## src/hbi_pkg.sv

```systemverilog
// shared constants and types of the parallel host port
`default_nettype none
package hbi_pkg;
  // ----------------------------------------------------------------------
  // widths
  // ----------------------------------------------------------------------
  localparam int ADDR_W = 5;
  localparam int BYTE_W = 8;
  localparam int WORD_W = 16;
  localparam int PIN_W = 27;

  // ----------------------------------------------------------------------
  // bit positions inside the synchronised pin vector
  // ----------------------------------------------------------------------
  localparam int P_CS_N = 0;
  localparam int P_RD_N = 1;
  localparam int P_WR_N = 2;
  localparam int P_ALE = 3;
  localparam int P_WIDTH = 4;
  localparam int P_SYSRST = 5;
  localparam int P_ADDR = 6;
  localparam int P_DLO = 11;
  localparam int P_DHI = 19;

  // ----------------------------------------------------------------------
  // reset values
  // ----------------------------------------------------------------------
  // select and both strobes idle high, everything else low
  localparam logic [PIN_W-1:0] PIN_RST = 27'h0000007;
  localparam logic RST_ALE_HI = 1'b0;
  localparam logic RST_MUX = 1'b0;
  localparam logic [ADDR_W-1:0] RST_ADDR = 5'h00;
  localparam logic [WORD_W-1:0] RST_WORD = 16'h0000;
  localparam logic RST_DEV = 1'b1;

  // ----------------------------------------------------------------------
  // access sequencer states
  // ----------------------------------------------------------------------
  typedef enum logic [3:0] {
    HBI_IDLE = 4'h1,
    HBI_RD_WAIT = 4'h2,
    HBI_RD_DRIVE = 4'h4,
    HBI_WR_HOLD = 4'h8
  } hbi_state_t;
endpackage
`default_nettype wire

```

## src/hbi_sync_if.sv

```systemverilog
// raw pin vector in, filtered pin vector out, between port and synchroniser
`default_nettype none
interface hbi_sync_if #(
  parameter int W = 27
);
  logic [W-1:0] raw;
  logic [W-1:0] clean;
  modport syn (input raw, output clean);
  modport usr (output raw, input clean);
endinterface
`default_nettype wire

```

## src/hbi_host_port.sv

```systemverilog
// parallel host port: pin-level bus slave feeding the device register file
//
// Overview of operation
// - Accesses only while chip select is low; strobes ignored otherwise.
// - Separate strobes: read strobe means read, write strobe write.
// - Data strobe: device drives reads while strobe held; host writes.
// - Data-strobe style: direction line tells read from write.
// - Latch passes the address while strobe high, holds at falling edge.
// - Strobe tied low: data-strobe style; tied high: separate strobes.
// - Width low: 8-bit; high: 16-bit, upper byte on port pins.
// - Interrupt follows requests; push-pull either level or open drain.
// - Demultiplexed buses work in both styles; multiplexed ones only with separate strobes.
// - While system reset pin is active the device stays in reset state.
`default_nettype none
module hbi_host_port (
  // clock and reset
  input wire logic ref_clk,
  input wire logic rst,
  // host bus pins
  input wire logic cs_n,
  input wire logic rd_n_data_strobe_n,
  input wire logic wr_n_read_write,
  input wire logic ale,
  input wire logic bus_width_select,
  input wire logic [hbi_pkg::ADDR_W-1:0] addr_pin,
  input wire logic [hbi_pkg::BYTE_W-1:0] data_lo_in,
  output logic [hbi_pkg::BYTE_W-1:0] data_lo_out,
  output logic data_lo_oe,
  input wire logic [hbi_pkg::BYTE_W-1:0] data_hi_in,
  output logic [hbi_pkg::BYTE_W-1:0] data_hi_out,
  output logic data_hi_oe,
  input wire logic sys_reset,
  // interrupt pin and its configuration
  input wire logic irq_event,
  input wire logic irq_open_drain,
  input wire logic irq_active_high,
  output logic interrupt_request_out,
  output logic interrupt_request_oe,
  // device register file side
  output logic [hbi_pkg::ADDR_W-1:0] reg_addr,
  output logic [hbi_pkg::WORD_W-1:0] reg_wdata,
  output logic reg_wide,
  output logic reg_wr,
  output logic reg_rd,
  input wire logic [hbi_pkg::WORD_W-1:0] reg_rdata,
  output logic dev_reset
);
  // ----------------------------------------------------------------------
  // state record
  // ----------------------------------------------------------------------
  typedef struct packed {
    hbi_pkg::hbi_state_t st;
    logic ale_hi_seen;
    logic mux_seen;
    logic ale_prev;
    logic [hbi_pkg::ADDR_W-1:0] latch_addr;
    logic [hbi_pkg::ADDR_W-1:0] addr;
    logic wide;
    logic [hbi_pkg::WORD_W-1:0] wdata;
    logic [hbi_pkg::WORD_W-1:0] dout;
    logic lo_oe;
    logic hi_oe;
    logic rd;
    logic wr;
    logic irq_out;
    logic irq_oe;
    logic dev_rst;
  } hbi_port_state_t;

  hbi_port_state_t cur_r;
  hbi_port_state_t cur_nxt;

  // ----------------------------------------------------------------------
  // pin synchronisation
  // ----------------------------------------------------------------------
  hbi_sync_if #(.W(hbi_pkg::PIN_W)) pins ();

  assign pins.raw = {data_hi_in, data_lo_in, addr_pin, sys_reset,
                     bus_width_select, ale, wr_n_read_write,
                     rd_n_data_strobe_n, cs_n};

  hbi_pin_sync #(
    .W(hbi_pkg::PIN_W),
    .INIT(hbi_pkg::PIN_RST)
  ) u_sync (
    .ref_clk(ref_clk),
    .rst(rst),
    .sif(pins)
  );

  logic cs_n_c;
  logic rd_c;
  logic wr_c;
  logic ale_c;
  logic width_c;
  logic sysrst_c;
  logic [hbi_pkg::ADDR_W-1:0] addr_c;
  logic [hbi_pkg::WORD_W-1:0] din_c;
  logic style_ds;

  // filtered pin levels
  assign cs_n_c = pins.clean[hbi_pkg::P_CS_N];
  assign rd_c = pins.clean[hbi_pkg::P_RD_N];
  assign wr_c = pins.clean[hbi_pkg::P_WR_N];
  assign ale_c = pins.clean[hbi_pkg::P_ALE];
  assign width_c = pins.clean[hbi_pkg::P_WIDTH];
  assign sysrst_c = pins.clean[hbi_pkg::P_SYSRST];
  assign addr_c = pins.clean[hbi_pkg::P_ADDR +: hbi_pkg::ADDR_W];
  assign din_c = pins.clean[hbi_pkg::P_DLO +: hbi_pkg::WORD_W];

  // style from strobe level
  // ale high even once means the separate-strobe style; a host in the
  // data-strobe style never raises it
  assign style_ds = ~cur_r.ale_hi_seen;

  // ----------------------------------------------------------------------
  // strobe decode
  // ----------------------------------------------------------------------
  // returns {read request, write request} for the current pin levels
  function automatic logic [1:0] hbi_req(
    input logic ds_style,
    input logic sel_n,
    input logic strobe_a_n,
    input logic strobe_b
  );
    logic [1:0] r;
    r = 2'h0;
    if (!sel_n) begin
      if (ds_style) begin
        // strobe_b is the direction line: high reads, low writes
        r = {~strobe_a_n & strobe_b, ~strobe_a_n & ~strobe_b};
      end else begin
        // strobe_b is the active-low write strobe
        r = {~strobe_a_n & strobe_b, strobe_a_n & ~strobe_b};
      end
    end
    return r;
  endfunction

  logic [1:0] req;
  logic rd_req;
  logic wr_req;

  assign req = hbi_req(style_ds, cs_n_c, rd_c, wr_c);
  assign rd_req = req[1];
  assign wr_req = req[0];

  // ----------------------------------------------------------------------
  // next state
  // ----------------------------------------------------------------------
  always_comb begin
    cur_nxt = cur_r;
    cur_nxt.rd = 1'b0;
    cur_nxt.wr = 1'b0;
    cur_nxt.ale_prev = ale_c;
    cur_nxt.dev_rst = sysrst_c;
    if (ale_c) begin
      cur_nxt.ale_hi_seen = 1'b1;
    end
    // falling latch strobe
    // a falling edge proves the address shares the data pins
    if (cur_r.ale_prev && !ale_c) begin
      cur_nxt.mux_seen = 1'b1;
    end
    if (ale_c) begin
      cur_nxt.latch_addr = addr_c;
    end

    if (irq_open_drain) begin
      cur_nxt.irq_out = 1'b0;
      cur_nxt.irq_oe = irq_event;
    end else begin
      cur_nxt.irq_out = irq_event ~^ irq_active_high;
      cur_nxt.irq_oe = 1'b1;
    end

    case (cur_r.st)
      hbi_pkg::HBI_IDLE: begin
        cur_nxt.lo_oe = 1'b0;
        cur_nxt.hi_oe = 1'b0;
        cur_nxt.addr = cur_r.mux_seen ? cur_r.latch_addr : addr_c;
        cur_nxt.wide = width_c;
        if (rd_req) begin
          cur_nxt.rd = 1'b1;
          cur_nxt.st = hbi_pkg::HBI_RD_WAIT;
        end else if (wr_req) begin
          cur_nxt.wdata = din_c;
          cur_nxt.st = hbi_pkg::HBI_WR_HOLD;
        end
      end
      hbi_pkg::HBI_RD_WAIT: begin
        // register file answers in the same cycle as the read pulse
        // drive read data
        cur_nxt.dout = reg_rdata;
        cur_nxt.lo_oe = rd_req;
        cur_nxt.hi_oe = rd_req & cur_r.wide;
        cur_nxt.st = rd_req ? hbi_pkg::HBI_RD_DRIVE : hbi_pkg::HBI_IDLE;
      end
      hbi_pkg::HBI_RD_DRIVE: begin
        // release the bus as soon as the strobe or select goes away
        if (!rd_req) begin
          cur_nxt.lo_oe = 1'b0;
          cur_nxt.hi_oe = 1'b0;
          cur_nxt.st = hbi_pkg::HBI_IDLE;
        end
      end
      hbi_pkg::HBI_WR_HOLD: begin
        // write ends on strobe release
        // data is tracked while the strobe is held; the last sample wins
        if (wr_req) begin
          cur_nxt.wdata = din_c;
        end else begin
          cur_nxt.wr = 1'b1;
          cur_nxt.st = hbi_pkg::HBI_IDLE;
        end
      end
      default: begin
        cur_nxt.st = hbi_pkg::HBI_IDLE;
      end
    endcase

    // system reset pin
    // the pin holds everything idle but keeps the style knowledge
    if (sysrst_c) begin
      cur_nxt.st = hbi_pkg::HBI_IDLE;
      cur_nxt.rd = 1'b0;
      cur_nxt.wr = 1'b0;
      cur_nxt.lo_oe = 1'b0;
      cur_nxt.hi_oe = 1'b0;
      cur_nxt.irq_oe = 1'b0;
    end
  end

  // ----------------------------------------------------------------------
  // state register
  // ----------------------------------------------------------------------
  always_ff @(posedge ref_clk or posedge rst) begin
    if (rst) begin
      cur_r.st <= hbi_pkg::HBI_IDLE;
      cur_r.ale_hi_seen <= hbi_pkg::RST_ALE_HI;
      cur_r.mux_seen <= hbi_pkg::RST_MUX;
      cur_r.ale_prev <= hbi_pkg::RST_ALE_HI;
      cur_r.latch_addr <= hbi_pkg::RST_ADDR;
      cur_r.addr <= hbi_pkg::RST_ADDR;
      cur_r.wide <= 1'b0;
      cur_r.wdata <= hbi_pkg::RST_WORD;
      cur_r.dout <= hbi_pkg::RST_WORD;
      cur_r.lo_oe <= 1'b0;
      cur_r.hi_oe <= 1'b0;
      cur_r.rd <= 1'b0;
      cur_r.wr <= 1'b0;
      cur_r.irq_out <= 1'b0;
      cur_r.irq_oe <= 1'b0;
      cur_r.dev_rst <= hbi_pkg::RST_DEV;
    end else begin
      cur_r <= cur_nxt;
    end
  end

  // ----------------------------------------------------------------------
  // outputs, all straight from the state register
  // ----------------------------------------------------------------------
  // upper byte on port pins
  assign data_lo_out = cur_r.dout[hbi_pkg::BYTE_W-1:0];
  assign data_hi_out = cur_r.dout[hbi_pkg::WORD_W-1:hbi_pkg::BYTE_W];
  assign data_lo_oe = cur_r.lo_oe;
  assign data_hi_oe = cur_r.hi_oe;
  assign interrupt_request_out = cur_r.irq_out;
  assign interrupt_request_oe = cur_r.irq_oe;
  assign reg_addr = cur_r.addr;
  assign reg_wdata = cur_r.wdata;
  assign reg_wide = cur_r.wide;
  assign reg_wr = cur_r.wr;
  assign reg_rd = cur_r.rd;
  assign dev_reset = cur_r.dev_rst;

  // ----------------------------------------------------------------------
  // checks
  // ----------------------------------------------------------------------
  // no access without select
  AST_CS_GATES: assert property (
    @(posedge ref_clk) disable iff (rst)
    (cur_r.st == hbi_pkg::HBI_IDLE && cs_n_c) |=> !reg_rd && !reg_wr
  ) else $error("access started without chip select");

  AST_SEP_READ: assert property (
    @(posedge ref_clk) disable iff (rst)
    (cur_r.st == hbi_pkg::HBI_IDLE && !style_ds && !cs_n_c && !rd_c
     && wr_c && !sysrst_c) |=> reg_rd ##1 !reg_rd
  ) else $error("separate-strobe read not issued as one pulse");

  // read data driven while strobe held
  AST_DS_DRIVE: assert property (
    @(posedge ref_clk) disable iff (rst)
    (reg_rd && !sysrst_c) ##1 (rd_req && !sysrst_c)[*2] |-> data_lo_oe
  ) else $error("read data not driven during strobe");

  AST_DS_DIR: assert property (
    @(posedge ref_clk) disable iff (rst)
    (cur_r.st == hbi_pkg::HBI_IDLE && style_ds && !cs_n_c && !rd_c
     && !wr_c && !sysrst_c) |=> cur_r.st == hbi_pkg::HBI_WR_HOLD
  ) else $error("data-strobe write not taken");

  AST_LATCH: assert property (
    @(posedge ref_clk) disable iff (rst)
    ale_c |=> cur_r.latch_addr == $past(addr_c)
  ) else $error("address latch not transparent");

  // high strobe level forces separate style
  AST_STYLE: assert property (
    @(posedge ref_clk) disable iff (rst)
    ale_c |=> !style_ds
  ) else $error("style not switched to separate strobes");

  // narrow accesses leave port pins alone
  AST_WIDTH: assert property (
    @(posedge ref_clk) disable iff (rst)
    !reg_wide |-> !data_hi_oe
  ) else $error("upper byte driven in 8-bit access");

  // open drain pulls only on request
  AST_IRQ_OD: assert property (
    @(posedge ref_clk) disable iff (rst)
    (irq_open_drain && !sysrst_c) |=> interrupt_request_oe == $past(irq_event)
      && !interrupt_request_out
  ) else $error("open-drain interrupt drive wrong");

  AST_SYSRST: assert property (
    @(posedge ref_clk) disable iff (rst)
    sysrst_c |=> dev_reset && !data_lo_oe && !reg_rd && !reg_wr
  ) else $error("port active during system reset");

  AST_DEMUX_ADDR: assert property (
    @(posedge ref_clk) disable iff (rst)
    (cur_r.st == hbi_pkg::HBI_IDLE && !cur_r.mux_seen)
      |=> reg_addr == $past(addr_c)
  ) else $error("demultiplexed address not taken from pins");
endmodule
`default_nettype wire

```

## src/hbi_pin_sync.sv

```systemverilog
// three-stage pin synchroniser with agreement filter
`default_nettype none
module hbi_pin_sync #(
  parameter int W = 27,
  parameter logic [W-1:0] INIT = '0
) (
  // clock and reset
  input wire logic ref_clk,
  input wire logic rst,
  // pins in, filtered levels out
  hbi_sync_if.syn sif
);
  typedef struct packed {
    logic [W-1:0] s1;
    logic [W-1:0] s2;
    logic [W-1:0] s3;
    logic [W-1:0] q;
  } hbi_sync_state_t;

  hbi_sync_state_t cur_r;
  hbi_sync_state_t cur_nxt;

  // s1 only feeds s2; a bit moves to q once s2 and s3 agree on it
  always_comb begin
    cur_nxt = cur_r;
    cur_nxt.s1 = sif.raw;
    cur_nxt.s2 = cur_r.s1;
    cur_nxt.s3 = cur_r.s2;
    for (int i = 0; i < W; i++) begin
      if (cur_r.s2[i] == cur_r.s3[i]) begin
        cur_nxt.q[i] = cur_r.s3[i];
      end
    end
  end

  // state register
  always_ff @(posedge ref_clk or posedge rst) begin
    if (rst) begin
      cur_r <= {INIT, INIT, INIT, INIT};
    end else begin
      cur_r <= cur_nxt;
    end
  end

  assign sif.clean = cur_r.q;
endmodule
`default_nettype wire

```

## config.mk

```make
export PLATFORM = sky130hd
export DESIGN_NAME = hbi_host_port
export DESIGN_NICKNAME = d
export VERILOG_FILES = /design/src/hbi_pkg.sv /design/src/hbi_sync_if.sv /design/src/hbi_host_port.sv /design/src/hbi_pin_sync.sv
export SDC_FILE = /design/constraint.sdc
export NUM_CORES = 1
export LEC_CHECK = 0
export BUFFER_PORTS_ARGS = -buffer_cell sky130_fd_sc_hd__buf_2
export CAP_MARGIN = 0
export CELL_PAD_IN_SITES_DETAIL_PLACEMENT = 0
export CELL_PAD_IN_SITES_GLOBAL_PLACEMENT = 1
export CORE_ASPECT_RATIO = 1.75
export CORE_UTILIZATION = 40
export CTS_CLUSTER_SIZE = 16
export DETAILED_ROUTE_END_ITERATION = 7
export GPL_ROUTABILITY_DRIVEN = 0
export PLACE_DENSITY_LB_ADDON = 0.1
export REMOVE_ABC_BUFFERS = 1
export SLEW_MARGIN = 30
export SYNTH_ARGS = -nofsm -noshare
export SYNTH_HDL_FRONTEND = slang
export SYNTH_HIERARCHICAL = 1
export SYNTH_SLANG_ARGS = --single-unit
```

## constraint.sdc

```tcl
create_clock -name ref_clk -period 8.45 [get_ports ref_clk]
set_input_delay 1.2675 -clock ref_clk [delete_from_list [all_inputs] [get_ports ref_clk]]
set_output_delay 1.2675 -clock ref_clk [all_outputs]
set_load 0.03 [all_outputs]
```

==> impl_metrics.csv, run 1 <==
group,metric,value,unit
final_layout,drive_gt1_share,51.8,%
placed_design,post-place-cells,560,
final_layout,n_antenna_cell,0,
run_status,outcome,"complete, no violations",
die,std_cell_rows,57,
placed_design,dpl_cell_area,6000,um^2
die,core_area,14000,um^2
timing,hold_viol_final,0,
job,maxCapViolations,0,
worst_setup_path,crit_path_cell_trace,"buf_2",
die,die_w,92.9,um
logic_synthesis,yosysTopAreaCell,"dfrtp_1",
global_route,grt.total_usage,12.5,%
timing,tns,0,ps
worst_setup_path,critical_path_class,"flop to output pin",
logic_synthesis,syn-cell-area,5780,um^2
die,initial_core_util,41.4,%
global_route,grt_max_degree,92,
timing,relSlewSlack,44.8,%
timing,worst_slew_pin_slew,826,ps
worst_setup_path,worst-path-max-fanout,1,
global_route,grt-ovfl-total,0,
global_route,grt_pass1_wl,14.2,mm
worst_setup_path,startpoint_type,"flop",
final_layout,final_area,6580,um^2
cts,cts_resized,0,
timing,rsz0062_at_grt,"false",
worst_hold_path,hold_class,"flop to flop",
power,p_per_area,329,nW/um^2
final_layout,instances_no_fill,592,
drt,routed_wl,8.21,mm
drt,drcViolationCount,0,
timing,fin_ws,6080,ps
worst_setup_path,ff2ff_setup_slack,6300,ps
cts,insertion_delay,410,ps
cts,cts-root-buf,"clkbuf_16",
logic_synthesis,synth_edf_count,0,
worst_setup_path,crit_family,"flip-flops",
die,io_pins,93,
timing,skew,12.8,ps
timing,finalCritPeriodShare,28.0,%
worst_setup_path,endpoint_kind,"output pin",
cts,cts_setup_buffers,0,
worst_setup_path,crit_slowest_cell,"dfstp_2",
logic_synthesis,synth.avg_cell_area,16.1,um^2
die,die-area,15000,um^2
drt,vias,2666,
logic_synthesis,ys_ff_latch,165,
logic_synthesis,synth_top_area_share,65.3,%
cts,postCtsHoldBufs,0,
logic_synthesis,yosysMostFrequentCell,"dfrtp_1",
drt,viasPerCell,4.50,
drt,drtPass1Iterations,4,
logic_synthesis,ys_types,32,
timing,finalSetupViolCount,0,
power,power,2.16,mW
logic_synthesis,yosysSeqAreaShare,71.7,%
logic_synthesis,synth_async_sr_flop_share,100,%
logic_synthesis,syn_inst,360,
final_layout,syn2layout_area_growth,13.7,%
placed_design,portBuffers,92,
final_layout,utilization,47.0,%
logic_synthesis,ys.flop_type,"dfrtp_1",
die,die_h,161,um
timing,finalMaxSlewViolations,0,
drt,first_iter_violations,73,
timing,fmax,0.423,GHz
placed_design,place_ws,6120,ps
worst_setup_path,cp.required,7180,ps
worst_setup_path,path_buf_inv,1,
drt,ant_nets,0,
worst_setup_path,crit_arrival,1100,ps
logic_synthesis,yosysWarningCount,6,
power,p_leak,3.03,nW
cts,numCtsBuffers,17,
timing,timing.hold.ws,346,ps
cts,cts_tree,"done",
cts,htree_levels,4,
worst_setup_path,critPathMaxStageDelay,510,ps
logic_synthesis,ys_top_cells_by_area,"dfrtp_1 (65%), buf_4 (8.3%), mux2_2 (7.4%)",
global_route,first_global_vias,2796,
cts,cts_sinks,165,
logic_synthesis,synth_commonest_cells,"dfrtp_1 (151), buf_4 (64), mux2_2 (38)",
cts,clk_pin_slew_worst_paths,70,ps
timing,post-route-min-period,2370,ps
drt,wl_per_cell,13.9,um
final_layout,nets,450,
placed_design,hpwl,5.33,mm
global_route,antenna_found_initial,0,
cts,clock_path_buffers,2,
power,ir_drop,0.155,mV
==> where the power goes <==
part	internal, mW	switching (mW)	total, mW
Combinational	0.157	0.274	0.431
Sequential	0.921	0.0676	0.988
Clock	0.421	0.320	0.741
Total	1.50	0.661	2.16
==> flip-flops by register name (all words and copies together) (netlist names), 5 cells and up <==
register,count
data_lo_out,8
u_sync/cur_r,27
u_sync/cur_nxt,54
cur_r,12
u_sync/sif.clean,27
reg_addr,5
data_hi_out,8
reg_wdata,16
==> logic make-up (layout without fill, tap and decap cells) <==
kind of cell             after synthesis  in the layout  synth area share (%)
AO/OA/AOI/OAI                         16             16                  2.08
XOR/XNOR                               3              3                 0.454
adder cells (fa/ha/maj)               27             27                  5.26
buffers and inverters                 78            133                  9.37
flip-flops                           165            165                  71.7
multiplexers                          43             43                  8.26
AND/OR/NAND/NOR                       28             28                  2.90
==> final cells by class <==
| class | instances | area [um^2] |
|---|---|---|
| Clock buffer | 18 | 439 |
| Clock inverter | 14 | 141 |
| Fill cell | 1268 | 7400 |
| Inverter | 4 | 17.5 |
| Multi-Input combinational cell | 117 | 1110 |
| Sequential cell | 165 | 4150 |
| Tap cell | 177 | 221 |
| Timing Repair Buffer | 97 | 502 |
==> per-layer routing <==
metal	share of wire [%]	global-route usage [%]	wire length, um
met4	1.9	5.87	160
met3	4.6	3.63	376
met1	42	15.4	3470
met2	51	20.0	4210
met5	0	0	0
==> cell usage in the layout, fill, tap and decap left out, types with 2 or more instances in the layout <==
cell and count:
buf_2 92, a21oi_1 8, a211oi_1 2, clkinvlp_4 6
nand2_1 2, buf_4 4, nor2b_1 2, inv_6 4
dfstp_2 14, maj3_2 27, nor3b_1 4, mux2i_1 5
nor2_1 8, inv_8 2, dfrtp_1 151, and2_1 2
mux2_2 38, clkbuf_16 17, xor2_1 3, nor4b_2 2
inv_1 2
==> worst paths after layout <==
path,from,endpoint,depth (start not counted)
setup / recovery,dev_reset$_DFF_PP1_,dev_reset,1
hold / removal,u_sync/cur_nxt[63]$_DFF_PP0_,u_sync/cur_nxt[36]$_DFF_PP0_,0
setup reg to reg,u_sync/sif.clean[1]$_DFFE_PP1N_,reg_wdata[1]$_DFFE_PP0P_,5
hold reg to reg,u_sync/cur_nxt[63]$_DFF_PP0_,u_sync/cur_nxt[36]$_DFF_PP0_,0
max in group asynchronous,rst,u_sync/cur_nxt[31]$_DFF_PP0_,3
min in group asynchronous,rst,u_sync/cur_nxt[76]$_DFF_PP0_,2
(Power assumes the default switching activity.)
==> run 2, diff against run 1 <==
clock period = 2.15 ns   (was 8.45 ns; I/O delays follow)
==> run 2 against run 1 <==
Against the previous run: register-to-register slack got worse by 6200 ps; sequential power increased to 3.9 times the previous value; combinational power increased to 4.1 times the previous value; sequential share of layout area decreased by 2.6 points; non-clock buffer count increased by 26; core utilization increased by 2.0 points; via count increased by 3.1%; die area unchanged; clock skew decreased by 2.3 ps; worst setup slack got worse by 6000 ps; critical path depth increased by 4; highest routed layer unchanged.
==> impl_metrics.csv, run 2 (synthesis results as in run 1) <==
group,metric,value,unit
run_status,outcome,"complete, no violations",
global_route,grt_pass1_wl,14.3,mm
timing,worst_slew_pin_slew,464,ps
final_layout,mostFrequentLayoutCells,"dfrtp_1 (151), buf_2 (92), mux2_2 (38)",
drt,wl_per_cell,13.5,um
placed_design,hpwl,5.37,mm
drt,viasPerCell,4.45,
worst_hold_path,worstHoldStart,"sys_reset",
cts,htree_levels,4,
final_layout,nFillCells,1252,
cts,clock_path_buffers,2,
timing,skew,10.5,ps
timing,hold_viol_final,0,
final_layout,drive_gt1_share,49.7,%
drt,vias,2748,
worst_setup_path,critPathLaunch,"u_sync/sif.clean[1]$_DFFE_PP1N_",
cts,insertion_delay,410,ps
timing,finalSetupViolCount,0,
timing,fmax,0.488,GHz
global_route,grt.total_usage,12.5,%
die,io_pins,93,
cts,cts_resized,0,
cts,cts_sinks,165,
global_route,grt-ovfl-total,0,
drt,drtPass1Iterations,3,
worst_setup_path,critical_path_class,"flop to flop",
timing,timing.hold.ws,19.1,ps
placed_design,post-place-cells,565,
worst_setup_path,endpoint_kind,"flop",
worst_setup_path,r2r-start,"u_sync/sif.clean[1]$_DFFE_PP1N_",
final_layout,instances_no_fill,618,
die,die_h,161,um
global_route,grt_max_degree,58,
timing,finalCritPeriodShare,95.4,%
global_route,first_global_vias,2896,
worst_setup_path,worst-path-max-fanout,16,
placed_design,portBuffers,92,
final_layout,layout.cells.most_common,"dfrtp_1",
drt,drcViolationCount,0,
power,p_per_area,1250,nW/um^2
final_layout,syn2layout_area_growth,18.5,%
timing,post-route-min-period,2050,ps
worst_hold_path,hold_class,"input port to flop",
final_layout,nets,476,
drt,ant_nets,0,
power,ir_drop,0.647,mV
die,die_w,92.9,um
timing,relSlewSlack,69.0,%
timing,rsz0062_at_grt,"false",
worst_setup_path,crit_arrival,2340,ps
job,maxCapViolations,0,
die,initial_core_util,41.4,%
worst_setup_path,cp.required,2440,ps
drt,first_iter_violations,120,
timing,finalMaxSlewViolations,0,
global_route,antenna_found_initial,0,
power,power,8.54,mW
die,std_cell_rows,57,
die,core_area,14000,um^2
die,die-area,15000,um^2
power,p_leak,3.16,nW
worst_setup_path,startpoint_type,"flop",
drt,routed_wl,8.37,mm
final_layout,largest_register_ffs,54,
cts,cts-root-buf,"clkbuf_16",
final_layout,n_antenna_cell,0,
cts,cts_tree,"done",
cts,numCtsBuffers,17,
cts,clk_pin_slew_worst_paths,60,ps
## run 2: per-layer routing
layer / share of wire (%) / up-vias / track usage (%)
li1: - / 1276 / -
met4: 1.5 / 0 / 5.66
met5: 0 / - / 0
met2: 51 / 75 / 20.4
met3: 4.6 / 8 / 3.72
met1: 43 / 1389 / 15.2
## run 2: repair_timing
action	in CTS	in global routing
hold endpoints to repair	26	8
buffers inserted	0	0
endpoints found under the setup margin	0	0
hold buffers	13	8
## run 2: stage by stage
step / TNS (ps) / util, % / setup WS, ps / area (um^2)
floorplan: -120040 / - / -998 / 5260
global placement: 0 / 43.4 / 135 / 6070
detailed placement: 0 / 43.4 / 96.9 / 6070
CTS: 0 / 48.5 / 73.5 / 6780
global route: 0 / 49.0 / 29.2 / 6860
finish: 0 / 49.0 / 99.3 / 6860
## run 2: area by class of cell
| cell class | count | area [um^2] | area share (%) |
|---|---|---|---|
| clock buffers | 20 | 457 | 6.66 |
| clock inverters | 12 | 121 | 1.77 |
| inverters | 4 | 17.5 | 0.256 |
| multi-input cells | 117 | 1110 | 16.2 |
| flip-flops and latches | 165 | 4150 | 60.5 |
| well taps | 177 | 221 | 3.23 |
| repair buffers | 123 | 783 | 11.4 |
## run 2: where the power goes
part | internal (mW) | switching [mW] | leakage (nW)
clock network | 1.68 | 1.22 | 0.275
registers | 3.62 | 0.273 | 1.95
logic | 0.659 | 1.09 | 0.941
total | 5.96 | 2.58 | 3.16
## run 2: path summary, 6_finish.rpt
kind,slack [ps],cells past startpoint,end
worst min register to register,350,0,u_sync/cur_nxt[40]$_DFF_PP0_
worst max-delay path,100,5,reg_wdata[14]$_DFFE_PP0P_
worst max register to register,100,5,reg_wdata[14]$_DFFE_PP0P_
min in group asynchronous,450,3,u_sync/sif.clean[4]$_DFFE_PP0N_
max in group asynchronous,1070,4,u_sync/cur_nxt[59]$_DFF_PP0_
worst min-delay path,20,1,u_sync/cur_nxt[59]$_DFF_PP0_
## run 2: worst max-delay path: stages, from the launching register on
cell and delay [ps]:
dfstp_2 570, xor2_1 60, or3_1 360, a2111oi_4 380, buf_12 210, mux2_2 350
==> run 3, diff against run 2 <==
CORE_ASPECT_RATIO = unset   (was 1.75)
==> run 3 against run 2 <==
Against the previous run: worst setup slack gained 94 ps; first-iteration DRC count shrank 41%; clock power about the same; clock skew fell by 6.0 ps; largest power group unchanged; sequential share of layout area grew 0.11 points; worst hold slack improved by 4.7 ps; die area fell by 0.13%; core utilization is 0.12 points lower; sequential cell count unchanged; highest routed layer unchanged; power up 0.39%; sequential power about the same.
==> impl_metrics.csv, run 3 (synthesis results as in run 1) <==
group,metric,value,unit
die,io_pins,93,
worst_setup_path,crit_path_cell_trace,"xor2_1 -> or3_1 -> a2111oi_4 -> buf_12 -> mux2_2",
final_layout,drive_gt1_share,49.2,%
timing,worst_slew_pin_slew,421,ps
worst_setup_path,critical_path_depth,5,
worst_setup_path,endpoint_kind,"flop",
global_route,antenna_found_initial,0,
placed_design,place_ws,60.0,ps
worst_setup_path,ff2ff_setup_slack,190,ps
worst_setup_path,startpoint_type,"flop",
final_layout,nets,474,
drt,wl_per_cell,13.7,um
timing,rsz0062_at_grt,"false",
die,die-area,14900,um^2
drt,vias,2744,
placed_design,dpl_cell_area,6060,um^2
timing,post-route-min-period,1960,ps
worst_setup_path,crit_arrival,2250,ps
cts,numCtsBuffers,17,
final_layout,n_antenna_cell,0,
worst_setup_path,crit_end,"reg_wdata[8]$_DFFE_PP0P_",
worst_hold_path,worstHoldStart,"data_lo_in[4]",
cts,clock_path_buffers,2,
timing,finalCritPeriodShare,91.0,%
timing,timing.hold.ws,23.9,ps
drt,routed_wl,8.47,mm
timing,hold_viol_final,0,
worst_setup_path,r2r-end,"reg_wdata[8]$_DFFE_PP0P_",
final_layout,nFillCells,1237,
worst_setup_path,path_buf_inv,1,
timing,tns,0,ps
worst_setup_path,crit_family,"flip-flops",
power,ir_drop,0.574,mV
worst_setup_path,critPathLaunch,"u_sync/sif.clean[1]$_DFFE_PP1N_",
worst_setup_path,worst-path-max-fanout,16,
worst_setup_path,cp.required,2440,ps
cts,cts_tree,"done",
drt,drtPass1Iterations,4,
worst_setup_path,r2r-start,"u_sync/sif.clean[1]$_DFFE_PP1N_",
job,maxCapViolations,0,
power,p_leak,3.17,nW
final_layout,utilization,48.9,%
final_layout,final_area,6840,um^2
placed_design,portBuffers,92,
cts,htree_levels,4,
cts,clk_pin_slew_worst_paths,60,ps
worst_setup_path,critPathMaxStageDelay,560,ps
die,std_cell_rows,43,
drt,ant_nets,0,
timing,skew,4.46,ps
timing,fin_ws,193,ps
cts,cts_setup_buffers,0,
final_layout,largest_register_ffs,54,
drt,first_iter_violations,71,
die,core_area,14000,um^2
timing,relSlewSlack,71.9,%
timing,finalMaxSlewViolations,0,
cts,cts_sinks,165,
placed_design,hpwl,5.39,mm
die,die_h,122,um
global_route,grt_pass1_wl,14.3,mm
final_layout,mostFrequentLayoutCells,"dfrtp_1 (151), buf_2 (92), mux2_2 (38)",
global_route,grt_max_degree,58,
cts,insertion_delay,410,ps
run_status,outcome,"complete, no violations",
global_route,grt.total_usage,12.9,%
die,initial_core_util,41.4,%
timing,fmax,0.511,GHz
final_layout,syn2layout_area_growth,18.3,%
worst_hold_path,hold_class,"input port to flop",
cts,cts-root-buf,"clkbuf_16",
drt,drcViolationCount,0,
worst_setup_path,critical_path_class,"flop to flop",
die,die_w,122,um
power,p_per_area,1250,nW/um^2
drt,viasPerCell,4.43,
worst_setup_path,r2r_cells,5,
global_route,grt-ovfl-total,0,
timing,finalSetupViolCount,0,
final_layout,layout.cells.most_common,"dfrtp_1",
global_route,first_global_vias,2819,
worst_setup_path,crit_slowest_cell,"dfstp_2",
cts,cts_resized,0,
[run 3: cell types whose count changed in the layout (fill, tap and decap cells not counted)]
| cell | before | now |
|---|---|---|
| clkinvlp_4 | 3 | 1 |
| clkbuf_1 | 1 | 3 |
| bufinv_16 | 1 | 2 |
| buf_4 | 7 | 6 |
| clkinv_2 | 1 | 5 |
| clkbuf_8 | 2 | 3 |
| inv_8 | 1 | 0 |
| inv_6 | 2 | 0 |
| dlygate4sd3_1 | 21 | 20 |
| clkinv_4 | 4 | 1 |
[run 3: final cells by class]
cell class                      count  area (um^2)  area share (%)
Sequential cell                   165         4150            60.6
Multi-Input combinational cell    117         1110            16.2
Inverter                            4         17.5           0.256
Timing Repair Buffer              121          766            11.2
Clock inverter                      9          101            1.48
Tap cell                          180          225            3.29
Clock buffer                       23          478            6.98
[run 3: how the worst min path moves through the flow]
stage                                        end  cells past startpoint
floorplan           u_sync/cur_nxt[54]$_DFF_PP1_                      0
global placement    u_sync/cur_nxt[49]$_DFF_PP0_                      0
detailed placement  u_sync/cur_nxt[30]$_DFF_PP0_                      0
CTS                 u_sync/cur_nxt[69]$_DFF_PP0_                      1
global route        u_sync/cur_nxt[69]$_DFF_PP0_                      1
finish              u_sync/cur_nxt[69]$_DFF_PP0_                      1
[run 3: routing by layer]
layer  track usage [%]  routed length [um]  up-vias
met5                 0                   0        -
met4              6.86                 166        0
met3              3.81                 444       12
met2              18.5                3800       77
met1              17.5                4060     1374
li1                  -                   -     1281
[run 3: what timing repair did]
item,4_1_cts,5_1_grt
setup endpoints to repair,0,16
hold buffers,20,0
hold endpoints to repair,40,0
[run 3: per-stage QoR]
step	total power [mW]	instances
2_1_floorplan	5.10	286
3_3_place_gp	5.68	567
3_5_place_dp	5.72	567
4_1_cts	8.71	619
5_1_grt	8.99	619
6_report	8.57	619
[run 3: power breakdown]
| group | switching [mW] | internal (mW) |
|---|---|---|
| Combinational | 1.09 | 0.656 |
| Clock | 1.12 | 1.79 |
| Sequential | 0.285 | 3.62 |
| Total | 2.50 | 6.07 |
